File: src/hw/tcu_map.svh
// Constants for the 8-bit timer counter compare unit
// Assumes inclusion by bare name from design files
//
// Functional notes
// - Flag top when count reaches maximum, bottom when count reaches zero
// - Clock source select zero stops the counter entirely
// - Software may read and write the count at any time
// - Software count write beats clear or count in the same cycle
// - Waveform mode select chooses up, clear or up-down counting
// - Overflow flag set per mode and cleared on service or writing one
// - Compare count with compare value continuously, match when equal
// - Compare flag set one timer tick after the match
// - Compare interrupt needs flag, enable bit and global enable
// - Compare flag cleared on interrupt service or writing one
// - Compare value double buffered in PWM modes only
// - Buffered compare value loaded only at top
// - Software compare access goes to buffer or active register by mode
// - Force strobe updates latch as a match, no flag, no counter change
// - Count write blocks compare match in next timer tick, even stopped
// - Compare output latch keeps value across mode changes
// - Output action not buffered; applies from first match after write
// - Reset clears the compare output latch to zero
// - Nonzero output action makes latch drive the pin
// - Pin direction stays under port direction bit during override
// - Output action zero leaves latch unchanged on match
// - Force strobe ignores zero and acts only in non-PWM modes
// - Normal mode counts up, wraps, overflow set when count becomes zero
// - Clear-on-match mode clears count when it matches compare value
// - Fast PWM counts zero to max; clear on match, set at bottom
// - Phase correct counts up and down; clear on up match, set on down
`ifndef TCU_MAP_SVH
`define TCU_MAP_SVH

`define TCU_MAX        8'hff
`define TCU_BOTTOM     8'h00
`define TCU_CNT_RESET  8'h00
`define TCU_CMP_RESET  8'h00
`define TCU_CS_STOP    3'h0
`define TCU_CS_EXT_FALL 3'h6
`define TCU_CS_EXT_RISE 3'h7

`endif

File: src/hw/tcu_pkg.sv
// Types for the 8-bit timer counter compare unit
// Assumes the map header supplies the numeric constants
package tcu_pkg;

    typedef enum logic [1:0] {
        TCU_WGM_NORMAL = 2'b00,
        TCU_WGM_PCPWM  = 2'b01,
        TCU_WGM_CTC    = 2'b10,
        TCU_WGM_FPWM   = 2'b11
    } tcu_wgm_e;

    typedef logic [7:0] tcu_byte_t;

endpackage

File: src/hw/tcu_cmp_if.sv
// Carrier between counter core and compare output unit
// Assumes one clock domain shared by both ends
`timescale 1ns/1ns
interface tcu_cmp_if;
    import tcu_pkg::*;
    logic     match_event;
    logic     force_event;
    logic     count_up;
    logic     at_bottom;
    logic     at_max;
    tcu_wgm_e mode;
    logic [1:0] action;
    logic     latch;

    modport core (output match_event, output force_event, output count_up,
                  output at_bottom, output at_max, output mode, output action,
                  input latch);
    modport wave (input match_event, input force_event, input count_up,
                  input at_bottom, input at_max, input mode, input action,
                  output latch);
endinterface

File: src/hw/tcu_wave.sv
// Compare output latch update logic
// Assumes events are one-cycle pulses on the system clock
`timescale 1ns/1ns
module tcu_wave (
    // Clock and reset
    input  wire logic clk_i,
    input  wire logic resetn_i,
    // Link to core
    tcu_cmp_if.wave   cmp
);
    import tcu_pkg::*;

    // ----------------------------------------
    // Latch update
    // ----------------------------------------
    logic next_latch;
    logic pwm;

    always_comb begin
        pwm        = (cmp.mode == TCU_WGM_PCPWM) || (cmp.mode == TCU_WGM_FPWM);
        next_latch = cmp.latch;
        if (!pwm) begin
            if (cmp.match_event || cmp.force_event) begin
                case (cmp.action)
                    2'b00:   next_latch = cmp.latch;
                    2'b01:   next_latch = ~cmp.latch;
                    2'b10:   next_latch = 1'b0;
                    2'b11:   next_latch = 1'b1;
                    default: next_latch = cmp.latch;
                endcase
            end
        end else if (cmp.mode == TCU_WGM_FPWM) begin
            if (cmp.action == 2'b01 && cmp.match_event) begin
                next_latch = ~cmp.latch;
            end else if (cmp.action[1]) begin
                if (cmp.match_event) begin
                    next_latch = cmp.action[0];
                end else if (cmp.at_bottom) begin
                    next_latch = ~cmp.action[0];
                end
            end
        end else begin
            if (cmp.action[1] && cmp.match_event) begin
                next_latch = cmp.count_up ? cmp.action[0] : ~cmp.action[0];
            end
        end
    end

    always_ff @(posedge clk_i or negedge resetn_i) begin
        if (!resetn_i) begin
            cmp.latch <= 1'b0;
        end else begin
            cmp.latch <= next_latch;
        end
    end

endmodule

File: src/hw/tcu_top.sv
// 8-bit up/down timer counter with one output compare channel
// Assumes prescaler ticks arrive from the same clock; ext pin is asynchronous
`timescale 1ns/1ns
`include "tcu_map.svh"
module tcu_top #(
    // Prescaler tick lines
    parameter int unsigned TICK_SOURCES = 8
) (
    // Clock and reset
    input  wire logic            clk_i,
    input  wire logic            resetn_i,
    // Tick sources
    input  wire logic [TICK_SOURCES-1:0] presc_tick_i,
    input  wire logic            ext_pin_i,
    // Control
    input  wire logic [2:0]      clock_source_select_i,
    input  wire tcu_pkg::tcu_wgm_e waveform_mode_select_i,
    input  wire logic [1:0]      compare_output_action_i,
    input  wire logic            compare_irq_enable_i,
    input  wire logic            cpu_status_word_gie_i,
    input  wire logic            force_compare_strobe_i,
    // Count access
    input  wire logic            count_value_we_i,
    input  wire logic [7:0]      count_value_wdata_i,
    output      logic [7:0]      count_value_o,
    // Compare access
    input  wire logic            compare_value_we_i,
    input  wire logic [7:0]      compare_value_wdata_i,
    output      logic [7:0]      compare_value_o,
    // Flags
    input  wire logic            flag_clear_we_i,
    input  wire logic            compare_flag_wdata_i,
    input  wire logic            overflow_flag_wdata_i,
    input  wire logic            compare_irq_ack_i,
    input  wire logic            overflow_irq_ack_i,
    output      logic            compare_flag_o,
    output      logic            overflow_flag_o,
    output      logic            compare_irq_o,
    // Counter status
    output      logic            top_o,
    output      logic            bottom_o,
    // Pin
    input  wire logic            port_data_i,
    input  wire logic            output_pin_direction_i,
    output      logic            pin_out_o,
    output      logic            pin_oe_o
);
    import tcu_pkg::*;

    // ----------------------------------------
    // Parameter check
    // ----------------------------------------
    // Tick select indexes prescaler lines 1 to 5 of the eight
    if (TICK_SOURCES != 8) begin : g_tick_check
        $error("tcu_top needs exactly eight prescaler tick lines");
    end

    // ----------------------------------------
    // External pin synchroniser and edge
    // ----------------------------------------
    logic ext_s1;
    logic ext_s2;
    logic ext_s3;

    always_ff @(posedge clk_i or negedge resetn_i) begin
        if (!resetn_i) begin
            ext_s1 <= 1'b0;
            ext_s2 <= 1'b0;
            ext_s3 <= 1'b0;
        end else begin
            ext_s1 <= ext_pin_i;
            ext_s2 <= ext_s1;
            ext_s3 <= ext_s2;
        end
    end

    // ----------------------------------------
    // Timer tick select
    // ----------------------------------------
    logic timer_tick;

    always_comb begin
        case (clock_source_select_i)
            `TCU_CS_STOP:     timer_tick = 1'b0;
            `TCU_CS_EXT_FALL: timer_tick = ext_s3 & ~ext_s2;
            `TCU_CS_EXT_RISE: timer_tick = ~ext_s3 & ext_s2;
            default:          timer_tick = presc_tick_i[clock_source_select_i];
        endcase
    end

    // ----------------------------------------
    // Compare registers
    // ----------------------------------------
    tcu_cmp_if cmp ();

    logic [7:0] cmp_active;
    logic [7:0] cmp_buffer;
    logic       pwm_mode;
    logic       reload_point;
    logic [7:0] count;
    logic       count_up;

    assign pwm_mode = (waveform_mode_select_i == TCU_WGM_PCPWM)
                   || (waveform_mode_select_i == TCU_WGM_FPWM);

    // Load at max in both phase correct and fast PWM
    always_comb begin
        if (waveform_mode_select_i == TCU_WGM_PCPWM) begin
            reload_point = timer_tick && (count == `TCU_MAX);
        end else begin
            reload_point = timer_tick && (count == `TCU_MAX);
        end
    end

    always_ff @(posedge clk_i or negedge resetn_i) begin
        if (!resetn_i) begin
            cmp_buffer <= `TCU_CMP_RESET;
        end else if (compare_value_we_i) begin
            cmp_buffer <= compare_value_wdata_i;
        end
    end

    always_ff @(posedge clk_i or negedge resetn_i) begin
        if (!resetn_i) begin
            cmp_active <= `TCU_CMP_RESET;
        end else if (!pwm_mode) begin
            if (compare_value_we_i) begin
                cmp_active <= compare_value_wdata_i;
            end else begin
                cmp_active <= cmp_buffer;
            end
        end else if (reload_point) begin
            cmp_active <= cmp_buffer;
        end
    end

    // ----------------------------------------
    // Match and blocking
    // ----------------------------------------
    logic raw_match;
    logic block_next;
    logic match_tick;

    assign raw_match  = (count == cmp_active);
    assign match_tick = timer_tick && raw_match && !block_next;

    // A count write blocks matches up to and including the next tick
    always_ff @(posedge clk_i or negedge resetn_i) begin
        if (!resetn_i) begin
            block_next <= 1'b0;
        end else if (count_value_we_i) begin
            block_next <= 1'b1;
        end else if (timer_tick) begin
            block_next <= 1'b0;
        end
    end

    // ----------------------------------------
    // Counter
    // ----------------------------------------
    logic [7:0] next_count;
    logic       next_up;
    logic       ovf_event;

    always_comb begin
        next_count = count;
        next_up    = count_up;
        ovf_event  = 1'b0;
        if (timer_tick) begin
            case (waveform_mode_select_i)
                TCU_WGM_NORMAL: begin
                    next_count = count + 8'h01;
                    ovf_event  = (count == `TCU_MAX);
                end
                TCU_WGM_CTC: begin
                    if (raw_match && !block_next) begin
                        next_count = `TCU_BOTTOM;
                    end else begin
                        next_count = count + 8'h01;
                    end
                    ovf_event = (count == `TCU_MAX);
                end
                TCU_WGM_FPWM: begin
                    next_count = count + 8'h01;
                    ovf_event  = (count == `TCU_MAX);
                end
                TCU_WGM_PCPWM: begin
                    if (count_up && count == `TCU_MAX) begin
                        next_up    = 1'b0;
                        next_count = count - 8'h01;
                    end else if (!count_up && count == `TCU_BOTTOM) begin
                        next_up    = 1'b1;
                        next_count = count + 8'h01;
                    end else begin
                        next_count = count_up ? count + 8'h01 : count - 8'h01;
                    end
                    ovf_event = !count_up && (count == 8'h01);
                end
                default: next_count = count;
            endcase
        end
        if (count_value_we_i) begin
            next_count = count_value_wdata_i;
            ovf_event  = 1'b0;
        end
    end

    always_ff @(posedge clk_i or negedge resetn_i) begin
        if (!resetn_i) begin
            count    <= `TCU_CNT_RESET;
            count_up <= 1'b1;
        end else begin
            count    <= next_count;
            count_up <= next_up;
        end
    end

    // ----------------------------------------
    // Flags
    // ----------------------------------------
    logic cmp_pending;

    // Flag follows the match by one timer tick
    always_ff @(posedge clk_i or negedge resetn_i) begin
        if (!resetn_i) begin
            cmp_pending <= 1'b0;
        end else if (timer_tick) begin
            cmp_pending <= match_tick;
        end
    end

    always_ff @(posedge clk_i or negedge resetn_i) begin
        if (!resetn_i) begin
            compare_flag_o <= 1'b0;
        end else if (timer_tick && cmp_pending) begin
            compare_flag_o <= 1'b1;
        end else if (compare_irq_ack_i
                  || (flag_clear_we_i && compare_flag_wdata_i)) begin
            compare_flag_o <= 1'b0;
        end
    end

    always_ff @(posedge clk_i or negedge resetn_i) begin
        if (!resetn_i) begin
            overflow_flag_o <= 1'b0;
        end else if (ovf_event) begin
            overflow_flag_o <= 1'b1;
        end else if (overflow_irq_ack_i
                  || (flag_clear_we_i && overflow_flag_wdata_i)) begin
            overflow_flag_o <= 1'b0;
        end
    end

    always_ff @(posedge clk_i or negedge resetn_i) begin
        if (!resetn_i) begin
            compare_irq_o <= 1'b0;
        end else begin
            compare_irq_o <= compare_flag_o && compare_irq_enable_i
                          && cpu_status_word_gie_i
                          && !compare_irq_ack_i;
        end
    end

    // ----------------------------------------
    // Link to output unit
    // ----------------------------------------
    assign cmp.match_event = match_tick;
    assign cmp.force_event = force_compare_strobe_i && !pwm_mode;
    assign cmp.count_up    = count_up;
    assign cmp.at_bottom   = timer_tick && (count == `TCU_MAX);
    assign cmp.at_max      = (count == `TCU_MAX);
    assign cmp.mode        = waveform_mode_select_i;
    assign cmp.action      = compare_output_action_i;

    tcu_wave u_wave (
        .clk_i    (clk_i),
        .resetn_i (resetn_i),
        .cmp      (cmp)
    );

    // ----------------------------------------
    // Registered outputs
    // ----------------------------------------
    always_ff @(posedge clk_i or negedge resetn_i) begin
        if (!resetn_i) begin
            count_value_o   <= `TCU_CNT_RESET;
            compare_value_o <= `TCU_CMP_RESET;
            top_o           <= 1'b0;
            bottom_o        <= 1'b0;
        end else begin
            count_value_o   <= next_count;
            compare_value_o <= pwm_mode ? cmp_buffer : cmp_active;
            top_o           <= (next_count == `TCU_MAX);
            bottom_o        <= (next_count == `TCU_BOTTOM);
        end
    end

    always_ff @(posedge clk_i or negedge resetn_i) begin
        if (!resetn_i) begin
            pin_out_o <= 1'b0;
            pin_oe_o  <= 1'b0;
        end else begin
            pin_oe_o  <= output_pin_direction_i;
            pin_out_o <= (|compare_output_action_i) ? cmp.latch
                                                    : port_data_i;
        end
    end

endmodule

File: config.mk
export PLATFORM = sky130hd
export DESIGN_NAME = tcu_top
export DESIGN_NICKNAME = d
export VERILOG_FILES = /design/src/hw/tcu_pkg.sv /design/src/hw/tcu_cmp_if.sv /design/src/hw/tcu_wave.sv /design/src/hw/tcu_top.sv
export VERILOG_INCLUDE_DIRS = /design/src /design/src/hw
export SDC_FILE = /design/constraint.sdc
export NUM_CORES = 1
export LEC_CHECK = 0
export BUFFER_PORTS_ARGS = -buffer_cell sky130_fd_sc_hd__buf_2
export CAP_MARGIN = 10
export CORE_UTILIZATION = 37
export CTS_CLUSTER_DIAMETER = 40
export DETAILED_ROUTE_END_ITERATION = 10
export GPL_ROUTABILITY_DRIVEN = 0
export PLACE_DENSITY = 0.63
export SLEW_MARGIN = 20
export SYNTH_ARGS = -nofsm -noshare
export SYNTH_HDL_FRONTEND = slang
export SYNTH_HIERARCHICAL = 1
export SYNTH_SLANG_ARGS = --single-unit
File: constraint.sdc
create_clock -name clk_i -period 2.7 [get_ports clk_i]
set_clock_uncertainty 0.2 [all_clocks]
set_input_delay 0.135 -clock clk_i [delete_from_list [all_inputs] [get_ports clk_i]]
set_output_delay 0.135 -clock clk_i [all_outputs]
set_load 0.01 [all_outputs]
# Word-level counts from Yosys, hierarchy flattened
# Cells that the tools add are included.
[word_totals]
register_bits = 46
input_bits = 46
word_cells = 119
out_inout_bits = 23
[classes]
n_bitwise = 6
n_reduce_logical = 39
n_mux = 36
addsub = 2
order_cmp = 1
n_eq_ne = 17
[ops]
columns = ["op", "count"]
rows = [
  ["$mux 8", 10],
  ["$pmux 8 s3", 1],
  ["$mux 1", 21],
  ["$eq 8x8->1 const B", 2],
  ["$logic_and 1x1->1", 16],
  ["$logic_not 8->1", 2],
  ["$reduce_bool 2->1", 5],
  ["$add 8x1->8 const B", 1],
  ["$eq 2x2->1 const B", 4],
  ["$eq 8x1->1 const B", 1],
  ["$eq 8x8->1", 1],
  ["$sub 8x1->8 const B", 1],
  ["$eq 3x3->1 const B", 2],
  ["$pmux 1 s3", 2],
  ["$ne 5x3->1 const B", 1],
  ["$reduce_and 5->1", 1],
  ["$eq 2x1->1 const B", 2],
  ["$logic_not 1->1", 4],
  ["$logic_not 2->1", 2],
  ["$logic_or 1x1->1", 4],
  ["$lt 3x4->1 const B", 1],
  ["$ne 2x2->1 const B", 2],
  ["$ne 4x3->1 const B", 1],
  ["$not 1->1", 4],
  ["8 further kinds", 10],
]

# Depth between registers and ports, before layout
# Gate-level depths: netlist (run 1).
[logic_depth]
depth_word = 10
depth_mapped = 10
ltp_nobuf = 9

# Hierarchy
# Netlist (run 1), hierarchy kept.
[modules_own_cells]
columns = ["mod", "n_inst", "cells_each", "area_each_um2", "seq_area_each_um2"]
rows = [
  ["tcu_top", 1, 262, 2656.3, 1127.3],
  ["tcu_wave", 1, 17, 125.1, 25.0],
]

# Worst setup path after synthesis (run 1)
# Ideal clock, no wire load.
[synth_path]
kind = "register to register"
startpoint = "register ext_s2"
endpoint = "register u_wave.cmp.latch"
arrival_ps = 2256
t_required_ps = 2375
period_less_slack_ps = 2581
path_buffers = 1
setup_ps = 125
path_stages_with_launch = 10
path_slack_ps = 119
path_cell_list = "dfrtp_1 > nand3b_1 > a311oi_2 > a21oi_2 > buf_4 > nor4_1 > a21o_1 > nand2_1 > a31oi_1 > mux2_2"
[synth_via]
elab_chain_cells = 10
word_cells_on_any_way = 20
cone_classes = "3 x eq/ne; 6 x mux; 3 x bitwise; 8 x reduce/logical"
[synth_rtl]
columns = ["element", "line", "text"]
rows = [
  ["start, declared", "tcu_top.sv:62", "logic ext_s2;"],
  ["start signal, assigned", "tcu_top.sv:72", "ext_s2 <= ext_s1;"],
  ["$not 1->1", "tcu_top.sv:85", "`TCU_CS_EXT_FALL: timer_tick = ext_s3 & ~ext_s2;"],
  ["$and 1x1->1", "tcu_top.sv:85", ""],
  ["$pmux 1 s3 *", "tcu_top.sv:83", "case (clock_source_select_i)"],
  ["$logic_and 1x1->1 * (2 in a row)", "tcu_top.sv:145", "assign match_tick = timer_tick && raw_match && !block_next;"],
  ["via cmp.match_event", "tcu_cmp_if.sv:6", "logic match_event;"],
  ["$mux 1", "tcu_wave.sv:36", "if (cmp.match_event) begin"],
  ["$mux 1", "tcu_wave.sv:35", "end else if (cmp.action[1]) begin"],
  ["$mux 1", "tcu_wave.sv:33", "if (cmp.action == 2'b01 && cmp.match_event) begin"],
  ["$mux 1", "tcu_wave.sv:32", "end else if (cmp.mode == TCU_WGM_FPWM) begin"],
  ["$mux 1", "tcu_wave.sv:22", "if (!pwm) begin"],
  ["end signal, assigned", "tcu_wave.sv:53", "cmp.latch <= next_latch;"],
  ["end, declared", "tcu_cmp_if.sv:20", "output latch);"],
]
# Mark *: on every way through the listed nets, which the timed path passes. The rest lies on a longest branch. The select of a mux whose other input is x is not followed.
# A chain may end at the register's enable or synchronous reset.

==> results of run 1 <==
[cell families after synthesis]
family	after synthesis	share of synthesized area
AND/OR/NAND/NOR	101	0.193
multiplexers	29	0.117
AO/OA/AOI/OAI	54	0.150
buffers and inverters	27	0.0463
flip-flops	46	0.414
XOR/XNOR	15	0.0472
adder cells (fa/ha/maj)	7	0.0315
[layer usage]
layer  GRT usage  up-vias  share of wire
met1       0.238     1122           0.46
li1            -     1208              -
met4      0.0469        0          0.013
met5           0        -              0
met2       0.297       73           0.48
met3      0.0354        8          0.049
[cell type report]
type	instances	area, um^2	area share
multi-input combinational	206	1510	0.412
sequential	46	1150	0.314
timing repair buffer	112	743	0.203
tap	99	124	0.0338
clock buffer	6	72.6	0.0198
inverter	13	48.8	0.0133
clock inverter	2	13.8	0.00375
[registers in the layout, summed over array words and instances (netlist names)]
signal	count
count_value_o	8
block_next	1
ext_s3	1
ext_s1	1
compare_flag_o	1
overflow_flag_o	1
top_o	1
bottom_o	1
cmp_pending	1
ext_s2	1
u_wave/cmp.latch	1
cmp.count_up	1
compare_value_o	8
cmp_buffer	8
pin_out_o	1
cmp_active	8
compare_irq_o	1
pin_oe_o	1
[metrics by stage]
step	instances	instance area, um^2	util
after floorplan	279	2780	-
after global placement	451	3320	0.457
after detailed placement	451	3320	0.457
after CTS	484	3650	0.504
after global routing	484	3670	0.506
final	484	3670	0.506
[cells in the mapped netlist, types with 5 or more instances]
library cell / count / area, um^2
sky130_fd_sc_hd__a21oi_1: 6 / 30.0
sky130_fd_sc_hd__a31oi_1: 8 / 50.1
sky130_fd_sc_hd__clkbuf_1: 6 / 22.5
sky130_fd_sc_hd__dfrtp_1: 45 / 1130
sky130_fd_sc_hd__ha_1: 7 / 87.6
sky130_fd_sc_hd__inv_1: 13 / 48.8
sky130_fd_sc_hd__mux2_2: 18 / 203
sky130_fd_sc_hd__mux2i_1: 10 / 100
sky130_fd_sc_hd__nand2_1: 27 / 101
sky130_fd_sc_hd__nand2b_1: 6 / 37.5
sky130_fd_sc_hd__nand3_1: 11 / 55.1
sky130_fd_sc_hd__nand3b_1: 5 / 37.5
sky130_fd_sc_hd__nor2_1: 15 / 56.3
sky130_fd_sc_hd__nor3_1: 8 / 40.0
sky130_fd_sc_hd__o21ai_0: 11 / 55.1
sky130_fd_sc_hd__o21ai_1: 5 / 25.0
sky130_fd_sc_hd__xnor2_1: 12 / 105
[power breakdown]
| part | total (mW) | switching, mW | leakage, nW | internal (mW) |
|---|---|---|---|---|
| sequential | 0.868 | 0.0885 | 0.552 | 0.780 |
| clock | 0.411 | 0.228 | 0.0452 | 0.183 |
| combinational | 0.633 | 0.319 | 1.11 | 0.314 |
| total | 1.91 | 0.635 | 1.71 | 1.28 |
[critical path: cells and delay by family (launching register included)]
| family | cells | cell delay [ns] |
|---|---|---|
| DFF | 1 | 0.45 |
| AOI/OAI and AO/OA | 4 | 0.78 |
| adders and majority gates | 1 | 0.18 |
| and+or+nand+nor | 3 | 0.37 |
| buffers and inverters | 3 | 0.48 |
[path summary, 6_finish.rpt]
| check | start | to | slack, ns | depth (start not counted) |
|---|---|---|---|---|
| max | count_value_o[1]$_DFF_PN0_ | bottom_o$_DFF_PN0_ | 0.13 | 11 |
| min | count_value_wdata_i[5] | count_value_o[5]$_DFF_PN0_ | 0.06 | 4 |
| max reg2reg | count_value_o[1]$_DFF_PN0_ | bottom_o$_DFF_PN0_ | 0.13 | 11 |
| max in group asynchronous | resetn_i | count_value_o[1]$_DFF_PN0_ | 1.71 | 2 |
| min reg2reg | ext_s1$_DFF_PN0_ | ext_s2$_DFF_PN0_ | 0.16 | 0 |
| min in group asynchronous | resetn_i | cmp_active[1]$_DFFE_PN0P_ | 0.17 | 2 |
[timing repair]
item / in CTS / in global routing
endpoints found under the setup margin: 0 / 2
hold endpoints to repair: 69 / 0
resized for setup: 0 / 3
hold buffers: 25 / 0
==> impl_summary.txt, run 1 <==
----------------------------------------------------
[Place]
  Count of input and output buffers ... 65
  Setup WS pre-CTS ... about 0.13 ns
  Detailed Place HPWL ... 4.95 mm

[Critical path]
  Required time of the critical path ... 2.68 ns
  Cell type with the highest occurrence count on the critical path ... sky130_fd_sc_hd__buf_4
  Type of the worst setup path ... flip-flop to flip-flop
  Endpoint class of the critical path ... flip-flop
  Sequence of cells on the critical path ... buf_4 -> ha_1 -> nand3_1 -> o21ai_1 -> buf_4 -> a31oi_4 -> nand2_1 -> o311ai_1 -> o21ai_1 -> buf_4 -> and4_1
  Type of element launching the critical path ... flip-flop
  Critical path fanouts, max ... 6
  Maximum single-stage delay on the critical path ... around 0.45 ns
  Slowest library cell on the worst path ... sky130_fd_sc_hd__dfrtp_2
  Crit path arrival time ... between 2 and 3 ns

[Detailed routing]
  Average wire per cell in the routed design ... ~14 um
  Number of DRC violations after detailed-routing iteration 0 ... between 80 and 90
  Remaining antenna violation count ... 0
  Via count ... 2411
  Final Routed Wirelength ... 6.61 mm
  Vias per inst ... 4.98
  Drc violations ... 0
  Detailed-router iteration count before antenna repair ... 4

[STA]
  Slew @ Worst Pin ... between 0.5 and 0.6 ns
  Final period demand of the worst path ... 2.57 ns
  Hold violation count in the final report ... 0
  Number of endpoints failing setup at the final stage ... 0
  Max-slew headroom ... 0.626
  Worst Hold Margin ... about 0.061 ns
  Maximum clock frequency ... 0.389 GHz
  Portion of the clock cycle consumed by the worst path in the final layout ... 0.953
  Final critical-path setup slack ... 0.128 ns
  Slew Limit Fails ... 0
  Setup repair after global routing missed its margin ... false
  Setup TNS Final ... 0 ns

[Yosys]
  Yosys warning count ... 6
  Portion of the post-synthesis area used by sequential elements ... 0.414
  Synth Flop Type ... sky130_fd_sc_hd__dfrtp_1
  Cell area after technology mapping ... between 2000 and 3000 um^2
  Number of distinct library cell variants in the gate-level netlist after synthesis ... 56
  Count of flip-flops with a built-in enable after synthesis ... 0
  Net count after synthesis ... 332
  Syn_area_per_cell ... ~10 um^2
  Synth Instances ... around 280
  Fraction of synthesis flops using an asynchronous set or reset pin ... 1.00
  Yosys reg bits ... 46

[Finish]
  Layout area overhead ... 31.9%
  Highest-count cells in the layout ignoring fill and taps ... sky130_fd_sc_hd__buf_2 (64), sky130_fd_sc_hd__dfrtp_1 (44), sky130_fd_sc_hd__nand2_1 (27)
  Leading cell type in the layout, fill and taps excluded ... sky130_fd_sc_hd__buf_2
  NumNets Final ... 437
  Share of layout cells above drive strength 1 ... 0.345
  Number of inserted filler cells in the final layout ... between 700 and 800
  Antenna diode instance count ... 0

[Min path]
  Path category of the worst min-delay check ... input port to flip-flop

[Clocking]
  Clock Tree Root ... sky130_fd_sc_hd__clkbuf_8
  # H-tree levels ... 2
  Number of setup buffers added after CTS ... 0
  Worst-skew pair later-pin latency ... around 0.29 ns
  Clk slew on worst S/H paths ... ~0.080 ns
  Num CTS Buffers ... 5
  Clock sink total ... 46
  Buffer depth of the longest clock path ... 2
  TritonCTS clock tree ... built

[Floorplan]
  Row Count ... 31
  Floorplan core area ... between 7000 and 8000 um^2
  I/O pin count ... roughly 70
  Die Footprint ... between 7000 and 8000 um^2
  DIE WIDTH ... slightly below 90 um
  Vert. Die Dim ... about 89 um
  Starting Density ... 0.383

[Global route]
  Number of global-route vias before repair ... ~2300
  Overall overflow remaining after global route ... 0
  Initial antenna violation count ... 0
  Total routing usage reported by global routing ... 0.179
  First-pass GRT wire length ... around 11 mm
  Maximum number of pins on one net before global-route repair ... 47

[Pwr]
  Worst vdd rail ir drop ... between 0.0003 and 0.0004 V
  Power per unit of standard cell area ... between 500 and 600 nW/um^2
  Leak ... approximately 1.7 nW
  Overall power of the completed layout ... 1.91 mW

[Run]
  Number of violations of the max-capacitance limit ... 0

[Run status]
  Outcome ... complete, no violations

----------------------------------------------------
No activity file was read; power rests on OpenSTA's default activity.
==> run 2: changes to the inputs <==
Settings changed: PLACE_DENSITY 0.63 to 0.61.
Clock period 2.7 ns to 2.82 ns, I/O delays scaled along.
==> run 2 against run 1 <==
  * Fmax is 2.0% lower
  * Power is 0.73% lower
  * Clock-buffer cell count did not move
  * Clock power increased by 17%
  * Flip-flop and latch count did not move
  * Core utilization fell by 0.53 points
  * Routed wire length increased by 0.26%
  * Cell area shrank 1.1%
  * Global-route usage grew 0.099 points
  * First-iteration DRC count grew 16%
  * Via count grew 0.12%
  * Critical path type unchanged
  * Largest power group unchanged
==> impl_summary.txt, run 2 (synthesis gave the netlist of run 1 again) <==
----------------------------------------------------
[Detailed routing]
  Remaining antenna violation count ... 0 (unchanged)
  Detailed-router iteration count before antenna repair ... 4 (unchanged)
  Average wire per cell in the routed design ... 13.9 um (+1.7%)
  Vias per inst ... 5.06 (+1.6%)
  Number of DRC violations after detailed-routing iteration 0 ... 101 (+16%)
  Via count ... 2414 (+0.12%)
  Drc violations ... 0 (unchanged)
  Final Routed Wirelength ... 6.63 mm (+0.26%)

[Pwr]
  Logic gate share of total power ... 0.304 (-0.027)
  Net switching power ... 0.604 mW (-4.9%)
  Register share of total power ... 0.442 (-0.012)
  Internal power consumption ... 1.29 mW (+1.3%)
  Leak ... 1.68 nW (-1.5%)
  Power share of the clock group ... 0.253 (+0.038)
  Worst vdd rail ir drop ... 0.000302 V (-3.9%)
  Sw frac ... 0.318 (-0.0139)
  Power per unit of standard cell area ... 523 nW/um^2 (+0.33%)

[Finish]
  Leading cell type in the layout, fill and taps excluded ... sky130_fd_sc_hd__buf_2
  Highest-count cells in the layout ignoring fill and taps ... sky130_fd_sc_hd__buf_2 (64), sky130_fd_sc_hd__dfrtp_1 (45), sky130_fd_sc_hd__nand2_1 (27)
  Antenna diode instance count ... 0 (unchanged)
  Fraction of the core area covered by cells at the end of the flow ... 0.500 (-0.00535)
  Share of layout cells above drive strength 1 ... 0.331 (-0.0148)
  Number of cells in the finished layout apart from fillers ... 477 (-1.4%)
  NumNets Final ... 430 (-1.6%)
  Layout area overhead ... 30.5%

[STA]
  Final period demand of the worst path ... 2.62 ns (+0.0524 ns)
  Slew @ Worst Pin ... 0.584 ns (+0.0237 ns)
  Slew Limit Fails ... 0 (unchanged)
  Setup repair after global routing missed its margin ... false
  Hold violation count in the final report ... 0 (unchanged)
  Portion of the clock cycle consumed by the worst path in the final layout ... 0.931 (-0.0219)
  Max-slew headroom ... 0.611 (-0.0158)
  Maximum clock frequency ... 0.381 GHz (-2.0%)
  Worst Hold Margin ... 0.0566 ns (-0.00403 ns)
  Setup TNS Final ... 0 ns (unchanged)
  Number of endpoints failing setup at the final stage ... 0 (unchanged)

[Global route]
  Initial antenna violation count ... 0 (unchanged)
  Overall overflow remaining after global route ... 0 (unchanged)
  Total routing usage reported by global routing ... 0.180 (+0.000992)
  First-pass GRT wire length ... 10.8 mm (-0.57%)
  Maximum number of pins on one net before global-route repair ... 47 (unchanged)
  Number of global-route vias before repair ... 2280 (-2.6%)

[Run status]
  Outcome ... complete, no violations

[Floorplan]
  Row Count ... 31 (unchanged)
  Floorplan core area ... 7250 um^2 (unchanged)
  I/O pin count ... 69 (unchanged)
  Die Footprint ... 7870 um^2 (unchanged)
  Starting Density ... 0.383 (unchanged)
  DIE WIDTH ... 88.7 um (unchanged)
  Vert. Die Dim ... 88.7 um (unchanged)

[Critical path]
  Type of the worst setup path ... flip-flop to flip-flop
  Critical path fanouts, max ... 7 (+1)
  Length in cells of the worst reg-to-reg path ... 9 (-2)
  Reg2Reg Setup Slack ... 0.20 ns (+0.07 ns)
  Critical path capture point ... u_wave/cmp.latch$_DFFE_PN0P_
  Endpoint class of the critical path ... flip-flop
  Origin of the critical flop-to-flop path ... ext_s2$_DFF_PN0_
  Crit path arrival time ... 2.61 ns (+0.05 ns)
  Worst reg2reg path endpoint ... u_wave/cmp.latch$_DFFE_PN0P_
  Crit path from ... ext_s2$_DFF_PN0_
  Required time of the critical path ... 2.81 ns (+0.13 ns)
  Type of element launching the critical path ... flip-flop

[Clocking]
  Worst-skew pair later-pin latency ... 0.29 ns (about the same)
  Num CTS Buffers ... 5 (unchanged)
  Clock sink total ... 46 (unchanged)
  # H-tree levels ... 2 (unchanged)
  TritonCTS clock tree ... built
  Buffer depth of the longest clock path ... 2 (unchanged)
  Clock Tree Root ... sky130_fd_sc_hd__clkbuf_8
  Clk slew on worst S/H paths ... 0.09 ns (about the same)

[Place]
  Count of input and output buffers ... 65 (unchanged)
  Placed insts ... 445 (-1.3%)
  Detailed Place HPWL ... 4.89 mm (-1.3%)

[Run]
  Number of violations of the max-capacitance limit ... 0 (unchanged)

[Min path]
  Path category of the worst min-delay check ... input port to flip-flop

----------------------------------------------------
## run 2: worst max-delay path, cell delays in order, from the launching register on
cell,delay [ns]
sky130_fd_sc_hd__dfrtp_1,0.38
sky130_fd_sc_hd__nor2b_1,0.13
sky130_fd_sc_hd__mux4_2,0.52
sky130_fd_sc_hd__a21oi_2,0.36
sky130_fd_sc_hd__nor4_1,0.09
sky130_fd_sc_hd__buf_4,0.16
sky130_fd_sc_hd__and2_1,0.15
sky130_fd_sc_hd__a21oi_1,0.13
sky130_fd_sc_hd__o221ai_1,0.12
sky130_fd_sc_hd__mux2_2,0.27
## run 2: area by class of cell
class                      count  area (um^2)
tap                           99          124
fill                         693         3620
sequential                    46         1150
timing repair buffer         105          688
clock buffer                   6         72.6
multi-input combinational    206         1510
inverter                      13         48.8
clock inverter                 2         37.5
## run 2: power by group through the flow
stage / clock network, mW / logic, mW / registers [mW]
CTS: 0.500 / 0.579 / 0.840
global placement: 0 / 0.545 / 0.850
finish: 0.481 / 0.577 / 0.839
detailed placement: 0 / 0.553 / 0.852
global route: 0.525 / 0.642 / 0.851
floorplan: 0 / 0.365 / 0.836
## run 2: timing repair
action,in CTS,in global routing
hold buffers,24,0
endpoints found under the setup margin,0,1
buffers inserted,0,0
gates resized for setup,0,1
endpoints found under the hold margin,71,0
## run 2: how the worst min path moves through the flow
stage	from	end	depth (start not counted)
6_report	compare_output_action_i[0]	pin_out_o$_DFF_PN0_	3
5_1_grt	compare_output_action_i[0]	pin_out_o$_DFF_PN0_	3
4_1_cts	count_value_wdata_i[3]	count_value_o[3]$_DFF_PN0_	3
3_5_place_dp	ext_pin_i	ext_s1$_DFF_PN0_	1
3_3_place_gp	output_pin_direction_i	pin_oe_o$_DFF_PN0_	1
2_1_floorplan	resetn_i	block_next$_DFFE_PN0P_	0
## run 2: through the flow
step	area (um^2)	setup WS, ns	power (mW)
floorplan	2780	0.239	1.20
global placement	3270	0.224	1.40
detailed placement	3270	0.186	1.41
CTS	3620	0.181	1.92
global route	3630	0.00857	2.02
finish	3630	0.195	1.90
## run 2: layer usage
layer / share of wire / vias to the layer above / routed length, um / track usage
met3: 0.027 / 8 / 179 / 0.0308
met1: 0.48 / 1158 / 3170 / 0.241
li1: - / 1200 / - / -
met5: 0 / - / 0 / 0
met2: 0.48 / 48 / 3190 / 0.297
met4: 0.012 / 0 / 82 / 0.0543
